--- config.mk ---
export PLATFORM = sky130hd
export DESIGN_NAME = program_space_address_mapper
export DESIGN_NICKNAME = d
export VERILOG_FILES = /design/src/rtl/pgm_map_pkg.sv /design/src/rtl/addr_former.sv /design/src/rtl/program_space_address_mapper.sv
export SDC_FILE = /design/constraint.sdc
export NUM_CORES = 1
export LEC_CHECK = 0
export BUFFER_PORTS_ARGS = -buffer_cell sky130_fd_sc_hd__buf_2
export CORE_ASPECT_RATIO = 0.5
export CORE_MARGIN = 3
export CORE_UTILIZATION = 48
export DETAILED_ROUTE_END_ITERATION = 6
export MAX_ROUTING_LAYER = met4
export PLACE_DENSITY_LB_ADDON = 0.25
export SYNTH_ARGS = -nofsm -noshare
export SYNTH_HDL_FRONTEND = slang
export SYNTH_SLANG_ARGS = --single-unit
--- constraint.sdc ---
create_clock -name CLK_I -period 1.6 [get_ports CLK_I]
set_clock_uncertainty 0.1 [all_clocks]
set_input_delay 0.16 -clock CLK_I [delete_from_list [all_inputs] [get_ports CLK_I]]
set_output_delay 0.16 -clock CLK_I [all_outputs]
set_load 0.02 [all_outputs]
--- src/rtl/pgm_map_pkg.sv ---
// Package: widths, layout constants and carrier types for the program space mapper
package pgm_map_pkg;
  localparam int DATA_W = 16;
  localparam int PROG_W = 24;
  localparam int PAGE_W = 8;
  localparam int WIN_BIT = 15;
  localparam int LOW_W = 15;
  localparam int CFG_BIT = 23;
  localparam int BYTE_W = 8;
  localparam logic [7:0] PAGE_RST = 8'h00;

  typedef enum logic [1:0] {
    OP_NONE,
    OP_DATA,
    OP_TABLE,
    OP_REMAP
  } path_t;

  // Request from the core load/store unit
  typedef struct packed {
    logic valid;
    logic write;
    logic table_op;
    logic byte_op;
    logic hi_byte;
    logic [DATA_W-1:0] effective_address;
    logic [DATA_W-1:0] wdata;
  } core_req_t;

  // Request toward program memory
  typedef struct packed {
    logic valid;
    logic write;
    logic config_space;
    logic [PROG_W-1:0] addr;
    logic [2:0] lane_en;
    logic [PROG_W-1:0] wdata;
  } prog_req_t;
endpackage : pgm_map_pkg

--- src/rtl/addr_former.sv ---
// Combinational program address builder for table and remap paths
`timescale 1ns/1ps
module addr_former (
  // Inputs
  input wire logic [7:0] table_page_i,
  input wire logic [7:0] remap_page_i,
  input wire logic [15:0] ea_i,
  input wire logic table_op_i,
  // Outputs
  output logic [23:0] prog_addr_o,
  output pgm_map_pkg::path_t path_o
);
  wire in_window = ea_i[pgm_map_pkg::WIN_BIT];
  wire [23:0] table_addr = {table_page_i, ea_i};
  // EA bit 15 dropped; page bit 0 lands on address bit 15, top bit zero
  wire [23:0] remap_addr = {1'b0, remap_page_i, ea_i[pgm_map_pkg::LOW_W-1:0]};
  assign prog_addr_o = table_op_i ? table_addr : (in_window ? remap_addr : {8'h00, ea_i});
  assign path_o = table_op_i ? pgm_map_pkg::OP_TABLE :
                  (in_window ? pgm_map_pkg::OP_REMAP : pgm_map_pkg::OP_DATA);
endmodule : addr_former

--- src/rtl/program_space_address_mapper.sv ---
// Top: maps core data-side accesses onto 24-bit program memory
// Contract
// Bridge 16-bit data space to 24-bit program space keeping word alignment.
// Table address is table page register above the 16-bit effective address.
// Each table page value selects a 32K-word program region.
// Table page top bit picks user (0) or configuration (1) memory.
// Table ops read and write bytes or words, including the upper byte.
// Each remap page value selects a 16K-word program page.
// EA bit 15 set: address is remap page joined to low 15 EA bits.
// EA bit 15 is dropped; address bit 15 comes from remap page bit 0.
// Remap accesses force the top address bit to zero, user memory only.
// Remap is read-only and returns only the low 16-bit word.
// EA bit 15 clear: plain data access, no remap translation.
`timescale 1ns/1ps
module program_space_address_mapper (
  // Clock and reset
  input wire logic CLK_I,
  input wire logic NRST_I,
  // Page register loads from the core
  input wire logic TBL_PAGE_WE_I,
  input wire logic [7:0] TBL_PAGE_D_I,
  input wire logic REMAP_PAGE_WE_I,
  input wire logic [7:0] REMAP_PAGE_D_I,
  // Core request
  input wire pgm_map_pkg::core_req_t REQ_I,
  // Program memory read data
  input wire logic PM_RVALID_I,
  input wire logic [23:0] PM_RDATA_I,
  // Program memory request
  output pgm_map_pkg::prog_req_t PM_REQ_O,
  // Data-space pass-through
  output logic DATA_VALID_O,
  output logic DATA_WRITE_O,
  output logic [15:0] DATA_ADDR_O,
  output logic [15:0] DATA_WDATA_O,
  // Answer to the core
  output logic RVALID_O,
  output logic [15:0] RDATA_O,
  output logic WR_REJECT_O,
  output logic [7:0] TBL_PAGE_O,
  output logic [7:0] REMAP_PAGE_O
);
  // Byte lane enables of one 24-bit word for a table access
  function automatic logic [2:0] lanes(input logic byte_op, input logic hi, input logic a0);
    if (!byte_op) begin
      lanes = hi ? 3'h4 : 3'h3;
    end else if (hi) begin
      lanes = 3'h4;
    end else begin
      lanes = a0 ? 3'h2 : 3'h1;
    end
  endfunction : lanes

  logic [7:0] table_page_r;
  logic [7:0] remap_page_r;
  pgm_map_pkg::prog_req_t pm_req_r;
  pgm_map_pkg::prog_req_t pm_req_nxt;
  logic data_valid_r;
  logic data_write_r;
  logic [15:0] data_addr_r;
  logic [15:0] data_wdata_r;
  logic rvalid_r;
  logic rej_r;
  logic [15:0] rdata_r;
  pgm_map_pkg::path_t pend_r;
  pgm_map_pkg::path_t pend_nxt;
  logic pend_byte_r;
  logic pend_hi_r;
  logic pend_a0_r;

  logic [23:0] prog_addr;
  pgm_map_pkg::path_t path;

  addr_former u_former (
    .table_page_i(table_page_r),
    .remap_page_i(remap_page_r),
    .ea_i(REQ_I.effective_address),
    .table_op_i(REQ_I.table_op),
    .prog_addr_o(prog_addr),
    .path_o(path)
  );

  // Path decode of the request taken at this edge
  wire go = REQ_I.valid;
  wire is_table = go && (path == pgm_map_pkg::OP_TABLE);
  wire is_remap = go && (path == pgm_map_pkg::OP_REMAP);
  wire is_data = go && (path == pgm_map_pkg::OP_DATA);
  // Writes through the remap window are dropped, never forwarded
  wire remap_wr = is_remap && REQ_I.write;
  wire tbl_cfg = table_page_r[pgm_map_pkg::PAGE_W-1];
  wire [2:0] req_lanes = lanes(REQ_I.byte_op, REQ_I.hi_byte, REQ_I.effective_address[0]);
  // Write data is steered into the lane it targets; upper byte reaches bits 23:16
  wire [23:0] tbl_wdata = REQ_I.hi_byte ? {REQ_I.wdata[7:0], 16'h0000} :
                          (REQ_I.byte_op ? {8'h00, REQ_I.wdata[7:0], REQ_I.wdata[7:0]} :
                           {8'h00, REQ_I.wdata});
  // Byte lanes of the returned word, lane 0 lowest
  wire [7:0] rd_lane [0:2];
  for (genvar g = 0; g < 3; g++) begin : g_rd_lane
    assign rd_lane[g] = PM_RDATA_I[g*pgm_map_pkg::BYTE_W +: pgm_map_pkg::BYTE_W];
  end
  // Read answer: remap yields low word only; table may pick any byte
  wire [7:0] sel_byte = pend_hi_r ? rd_lane[2] :
                        (pend_a0_r ? rd_lane[1] : rd_lane[0]);
  wire [15:0] tbl_rdata = pend_hi_r ? {8'h00, rd_lane[2]} :
                          (pend_byte_r ? {8'h00, sel_byte} : PM_RDATA_I[15:0]);
  wire [15:0] rd_word = (pend_r == pgm_map_pkg::OP_REMAP) ? PM_RDATA_I[15:0] : tbl_rdata;
  wire rd_done = PM_RVALID_I && (pend_r != pgm_map_pkg::OP_NONE);
  // Only reads toward program memory open a pending slot
  wire rd_issue = pm_req_nxt.valid && !pm_req_nxt.write;

  always_comb begin
    pm_req_nxt = '0;
    if (is_table) begin
      pm_req_nxt.valid = 1'b1;
      pm_req_nxt.write = REQ_I.write;
      pm_req_nxt.config_space = tbl_cfg;
      pm_req_nxt.addr = prog_addr;
      pm_req_nxt.lane_en = req_lanes;
      pm_req_nxt.wdata = tbl_wdata;
    end else if (is_remap && !REQ_I.write) begin
      pm_req_nxt.valid = 1'b1;
      pm_req_nxt.addr = prog_addr;
      pm_req_nxt.lane_en = 3'h3;
    end
  end

  // A request in the same cycle as a page load still sees the old page
  always_ff @(posedge CLK_I or negedge NRST_I) begin
    if (!NRST_I) begin
      table_page_r <= pgm_map_pkg::PAGE_RST;
      remap_page_r <= pgm_map_pkg::PAGE_RST;
    end else begin
      if (TBL_PAGE_WE_I) table_page_r <= TBL_PAGE_D_I;
      if (REMAP_PAGE_WE_I) remap_page_r <= REMAP_PAGE_D_I;
    end
  end

  always_ff @(posedge CLK_I or negedge NRST_I) begin
    if (!NRST_I) begin
      pm_req_r <= '0;
    end else begin
      pm_req_r <= pm_req_nxt;
    end
  end

  always_ff @(posedge CLK_I or negedge NRST_I) begin
    if (!NRST_I) begin
      data_valid_r <= 1'b0;
      data_write_r <= 1'b0;
      data_addr_r <= 16'h0000;
      data_wdata_r <= 16'h0000;
    end else begin
      data_valid_r <= is_data;
      data_write_r <= is_data && REQ_I.write;
      data_addr_r <= is_data ? REQ_I.effective_address : data_addr_r;
      data_wdata_r <= is_data ? REQ_I.wdata : data_wdata_r;
    end
  end

  // One read outstanding; a new read replaces the pending kind, a return clears it
  always_comb begin
    case (pend_r)
      pgm_map_pkg::OP_TABLE, pgm_map_pkg::OP_REMAP: begin
        pend_nxt = rd_done ? pgm_map_pkg::OP_NONE : pend_r;
      end
      default: begin
        pend_nxt = pgm_map_pkg::OP_NONE;
      end
    endcase
    if (rd_issue) begin
      pend_nxt = path;
    end
  end

  always_ff @(posedge CLK_I or negedge NRST_I) begin
    if (!NRST_I) begin
      pend_r <= pgm_map_pkg::OP_NONE;
    end else begin
      pend_r <= pend_nxt;
    end
  end

  always_ff @(posedge CLK_I or negedge NRST_I) begin
    if (!NRST_I) begin
      pend_byte_r <= 1'b0;
      pend_hi_r <= 1'b0;
      pend_a0_r <= 1'b0;
    end else if (rd_issue) begin
      pend_byte_r <= REQ_I.byte_op;
      pend_hi_r <= REQ_I.hi_byte;
      pend_a0_r <= REQ_I.effective_address[0];
    end
  end

  always_ff @(posedge CLK_I or negedge NRST_I) begin
    if (!NRST_I) begin
      rvalid_r <= 1'b0;
      rdata_r <= 16'h0000;
    end else begin
      rvalid_r <= rd_done;
      rdata_r <= rd_done ? rd_word : rdata_r;
    end
  end

  // A refused remap write still answers, so the core never waits on it
  always_ff @(posedge CLK_I or negedge NRST_I) begin
    if (!NRST_I) begin
      rej_r <= 1'b0;
    end else begin
      rej_r <= remap_wr;
    end
  end

  assign PM_REQ_O = pm_req_r;
  assign DATA_VALID_O = data_valid_r;
  assign DATA_WRITE_O = data_write_r;
  assign DATA_ADDR_O = data_addr_r;
  assign DATA_WDATA_O = data_wdata_r;
  assign RVALID_O = rvalid_r;
  assign RDATA_O = rdata_r;
  assign WR_REJECT_O = rej_r;
  assign TBL_PAGE_O = table_page_r;
  assign REMAP_PAGE_O = remap_page_r;
endmodule : program_space_address_mapper

# Word level (Yosys, flattened, before mapping)
# Index checks and enable logic that the tools add are counted.
# word_totals
out_inout_bits,122
word_cells,60
regBits,127
input_bits,82
# op_classes
eq_ne,6
muxes,23
n_reduce_logical,12
# ops
cell,count
$mux 24,3
$mux 16,4
$mux 27,2
$mux 23,1
$mux 2,7
$mux 3,3
$eq 2x2->1 const B,4
$logic_and 1x1->1,8
$mux 8,1
$ne 3x3->1 const B,1
$eq 2x1->1 const B,1
$logic_not 1->1,2
$mux 1,2
$reduce_bool 2->1,1
$reduce_or 2->1,1

# Depth between registers and ports, before layout
# logic_depth
depth_word,9
depth_mapped,6

# Modules after synthesis
# From an unflattened synthesis, not the netlist that was laid out.
# hier_totals
hier_cells,360
hier_area_um2,4984.8
# by_module_without_submodules
module,n_inst,cells_each,area_each_um2
program_space_address_mapper,1,330,4755.8
addr_former,1,30,229.0

# Worst setup path after synthesis
# Ideal clock, no wire load.
# synth_path
kind,register -> register
from,reg pend_r[1]
to,reg rdata_r[7] (netlist: RDATA_O[7])
t_arrival_ns,1.176
stages_incl_launch_ff,5
required_time_ns,1.405
slack_ns,0.228
cell_sequence,dfrtp_1 -> o21ai_1 -> buf_2 -> a22oi_1 -> o31ai_1
# synth_via
elab_chain_cells,2
elab_cells_between_ends,4
# synth_rtl
element,line_no,text
"start, declared",program_space_address_mapper.sv:65,pgm_map_pkg::path_t pend_r;
"start signal, assigned",program_space_address_mapper.sv:177,pend_r <= pgm_map_pkg::OP_NONE;
"start signal, assigned",program_space_address_mapper.sv:179,pend_r <= pend_nxt;
$eq 2x2->1 or $reduce_bool 2->1 (tied branches),"program_space_address_mapper.sv:106, program_space_address_mapper.sv:107",
$mux 16 or $logic_and 1x1->1 (tied branches),"program_space_address_mapper.sv:106, program_space_address_mapper.sv:107",
"end signal, assigned",program_space_address_mapper.sv:201,rdata_r <= rd_done ? rd_word : rdata_r;
"end, declared",program_space_address_mapper.sv:64,logic [15:0] rdata_r;
# Parallel ways exist; a longest one is shown, timed or not.
# A chain may end at the register's enable or synchronous reset.

# Worst setup path after layout
# layout_path
from,reg pend_byte_r
to,reg rdata_r[4] (netlist: RDATA_O[4])
# layout_via
elab_chain_cells,3
# layout_rtl
element,line_no,text
"start, declared",program_space_address_mapper.sv:67,logic pend_byte_r;
"start signal, assigned",program_space_address_mapper.sv:189,pend_byte_r <= REQ_I.byte_op;
$mux 16,program_space_address_mapper.sv:105,"(pend_byte_r ? {8'h00, sel_byte} : PM_RDATA_I[15:0]);"
$mux 16,program_space_address_mapper.sv:104,"wire [15:0] tbl_rdata = pend_hi_r ? {8'h00, rd_lane[2]} :"
$mux 16,program_space_address_mapper.sv:106,wire [15:0] rd_word = (pend_r == pgm_map_pkg::OP_REMAP) ? PM_RDATA_I[15:0] : tbl_rdata;
# No other way between the ends.

==> reports/results.md <==
| Stage | Quantity | Value |
|---|---|---|
| final layout | Most frequent cells in the layout | 201 x buf_2, 127 x dfrtp_1, 76 x dlygate4sd3_1 |
| worst setup path | Data arrival time at the worst-slack endpoint | 1670 ps |
| clocking | TritonCTS clock tree | built |
| pwr | Max IR drop VDD | 0.000878 V |
| floorplan | Die W | 150 um |
| final layout | Antenna fix cells | 0 |
| timing | Summed negative setup slack over all endpoints | 0 ps |
| floorplan | Initial Utilization | 50.9% |
| worst setup path | Slowest cell on the critical path | dfrtp_1 |
| yosys | Number of synthesized register bits | 127 |
| job | Reported max-cap violation count | 0 |
| yosys | Post-Syn Nets | 426 |
| global routing | Largest net degree at the start of global routing | 57 |
| final layout | Share of post-route cells with drive strength above 1 | 46.9% |
| yosys | Unique cell type count in the Yosys netlist | 32 |
| worst setup path | Capturing element type of the critical path | flip-flop |
| detailed routing | Number of DRC markers after the initial detailed-route iteration | 145 |
| timing | Worst Max-Slew Pin Slew | 584 ps |
| timing | Highest attainable clock frequency | 667 MHz |
| placement | IO buf count | 203 |
| detailed routing | Detailed-route DRC error count | 0 |
| clocking | H-tree Lvls | 4 |
| timing | Max transition margin | 61.0% |
| yosys | Yosys top cell area share | 63.9% |
| worst setup path | Worst endpoint required time | 1770 ps |
| worst setup path | Critical R2R Launch | pend_byte_r$_DFFE_PN0P_ |
| pwr | Power density over the cells | 1300 mW/mm^2 |
| clocking | Post-CTS clock slew at the launch and capture registers of the worst setup and hold paths | 60 ps |
| yosys | Register area share after synthesis | 63.9% |
| clocking | Insertion delay of the later-clocked pin in the worst-skew pair | 400 ps |
| placement | Post-DP HPWL | 8580 um |
| yosys | Synthesized area per cell | 14.5 sq um |
| final layout | Layout overhead on the synthesized area | 52.9% |
| final layout | Post-layout nets | 721 |
| detailed routing | Via count | 3,948 |
| worst setup path | Peak fanout along the critical path | 12 |
| placement | Post-Place Setup Slack | 166 ps |
| worst setup path | Cell chain of the critical path | nand2_1, a211oi_1, o31ai_1 |
| detailed routing | Total Routed Length | 14,100 um |
| floorplan | Die footprint | 0.0117 sq mm |
| clocking | Clock root cell | clkbuf_16 |
| detailed routing | Post-DRT Antenna Nets | 0 |
| clocking | Clock buffers created by TritonCTS | 17 |
| timing | Shortest clock period the worst path allows after layout | 1500 ps |
| worst setup path | Kind of start point of the critical path | flip-flop |
| run status | Status | finished, final reports clean |
| yosys | Cell types occupying the most area after synthesis | dfrtp_1 64%, mux2_4 8.2%, mux2_2 5.2% |
| floorplan | Row count | 25 |
| hold path | Number of cells on the worst hold path | 2 |
| floorplan | Number of I/O pins | 204 |
| worst setup path | Highest cell delay on the worst timing path | 520 ps |
| timing | Finish-stage setup viols | 0 |
| timing | Final critical-path share of the clock period | 93.6% |
| detailed routing | Average vias per placed instance | 5.02 |
| yosys | Biggest area consumer among synthesized cells | dfrtp_1 |
| timing | Number of endpoints with negative hold slack in the final report | 0 |
| floorplan | Height of the die | 78.0 um |
| yosys | Commonest register cell after synthesis | dfrtp_1 |
| global routing | Total global routing overflow | 0 |
| global routing | Met1 capacity usage during global routing | 30.7% |
| yosys | Mapped Area | 0.00497 sq mm |
| hold path | Endpoint of the worst hold-timing path | REMAP_PAGE_O[3]$_DFFE_PN0P_ |
| global routing | Met2 Use GR | 42.5% |
| worst setup path | Worst-case reg-to-reg path depth | 3 |
| clocking | Number of sinks on the clock net | 127 |
| timing | Max-slew violation count | 0 |
| global routing | GRT Total Usage | 25.3% |
| yosys | Count of flip-flops with a built-in enable after synthesis | 0 |
| worst setup path | Reg-to-reg critical path endpoint | RDATA_O[4]$_DFFE_PN0P_ |
| timing | Worst path setup slack after routing | 102 ps |
| yosys | Synthesized netlist cell count | 344 |
| yosys | Asr flop ratio synth | 100% |
| yosys | Yosys warns | 0 |
| global routing | Met3 layer usage reported by global route | 5.60% |
| global routing | Antenna violations before repair | 0 |
| final layout | Most common cell after layout, fill and taps aside | buf_2 |
| detailed routing | Length of the first detailed-routing pass in iterations | 4 |
| pwr | Leakage power summed over all cells | 3.95 nW |
| global routing | Via count of the first global-routing pass | 4,209 |
| worst setup path | Setup Crit Path Kind | flip-flop to flip-flop |
| final layout | # fillers | 609 |
| placement | Global placement routability congestion | 0.784 |
| timing | Setup repair after global routing missed its margin | false |
| clocking | Clock Tree Buf Depth | 2 |
| detailed routing | Detailed-route wire length per cell | 17.9 um |
| hold path | Hold path startpoint | REMAP_PAGE_WE_I |
| hold path | Hold WC Path Type | input pin to flip-flop |
| global routing | Global-route wire length before repair | 22,100 um |
| floorplan | Core area | 0.00976 sq mm |
| global routing | Busiest layer in global routing | met2 |
| worst setup path | Reg2reg setup slack | 100 ps |
report_power, final:
group | internal, W | total (W) | switching (W)
sequential | 0.00358 | 0.00383 | 0.000247
combinational | 0.000887 | 0.00193 | 0.00104
clock | 0.00263 | 0.00413 | 0.00150
total | 0.00710 | 0.00988 | 0.00278
worst max-delay path: cells and delay by family (launching register included):
family	cells	cell delay [ps]
simple gates	1	280
compound gates	2	460
flops	1	520
synth_stat cells (2+ instances only):
cell,n
nor2b_4,3
and3_1,13
a22o_1,9
clkbuf_1,7
mux2i_1,8
buf_6,3
nor2_1,18
nor2b_1,11
buf_12,2
nand2_1,9
o31ai_1,8
and2_1,32
mux2_4,27
a211oi_1,8
nand3b_1,2
a22oi_1,14
o21ai_0,3
mux2_2,23
buf_2,3
inv_1,3
dfrtp_1,127
flip-flops by register name, indices dropped and copies added (netlist names):
register	count
PM_REQ_O	54
DATA_ADDR_O	16
DATA_WDATA_O	16
RDATA_O	16
REMAP_PAGE_O	8
TBL_PAGE_O	8
pend_r	2
DATA_VALID_O	1
DATA_WRITE_O	1
RVALID_O	1
WR_REJECT_O	1
pend_a0_r	1
pend_byte_r	1
pend_hi_r	1
repair_timing:
action | in CTS | in global routing
hold buffers | 77 | 0
endpoints found under the hold margin | 238 | 0
setup endpoints to repair | 0 | 12
buffers inserted | 0 | 1
gates resized for setup | 0 | 2
cell families (layout without fill, tap and decap cells):
family | after synthesis | in the layout | share of synthesized area (%)
multiplexers | 58 | 58 | 15.0
XOR/XNOR | 1 | 1 | 0.176
AND/OR/NAND/NOR | 88 | 88 | 10.2
buffers and inverters | 21 | 329 | 3.07
AO/OA/AOI/OAI | 49 | 49 | 7.63
flip-flops | 127 | 127 | 63.9
metrics by stage:
step | power, W | cells | hold WS, ps | utilization, % | instance area (sq um)
3_5_place_dp | 0.00561 | 677 | -43.1 | 63.1 | 6160
4_1_cts | 0.00990 | 786 | 51.3 | 77.5 | 7570
2_1_floorplan | 0.00490 | 344 | -236 | - | 4970
6_report | 0.00988 | 787 | 67.3 | 77.9 | 7600
5_1_grt | 0.0103 | 787 | 73.0 | 77.9 | 7600
3_3_place_gp | 0.00558 | 677 | -40.0 | 63.1 | 6160
how the worst max path moves through the flow:
stage / start / cells after the start / slack (ps) / to
after floorplan: pend_r[1]$_DFFE_PN0P_ / 4 / 230 / RDATA_O[7]$_DFFE_PN0P_
after detailed placement: REQ_I[34] / 5 / 170 / DATA_WDATA_O[15]$_DFFE_PN0P_
final: pend_byte_r$_DFFE_PN0P_ / 3 / 100 / RDATA_O[4]$_DFFE_PN0P_
after global routing: pend_byte_r$_DFFE_PN0P_ / 3 / 50 / RDATA_O[5]$_DFFE_PN0P_
after CTS: REQ_I[34] / 6 / 30 / DATA_WDATA_O[0]$_DFFE_PN0P_
after global placement: REQ_I[34] / 5 / 190 / DATA_WDATA_O[15]$_DFFE_PN0P_
per-layer routing:
metal | routed length [um] | vias up | share of wire, %
li1 | - | 1792 | -
met1 | 5810 | 1953 | 41
met2 | 7050 | 179 | 50
met3 | 989 | 24 | 7.0
met4 | 238 | 0 | 1.7
met5 | 0 | - | 0
area by class of cell:
cell class	instances	area [sq um]	area share, %
Timing Repair Buffer	293	1960	25.8
Multi-Input combinational cell	196	1640	21.6
Clock inverter	15	209	2.75
Sequential cell	127	3180	41.8
Inverter	4	15.0	0.198
Clock buffer	17	425	5.60
Tap cell	135	169	2.22
Power figures use the tool's default switching activity.
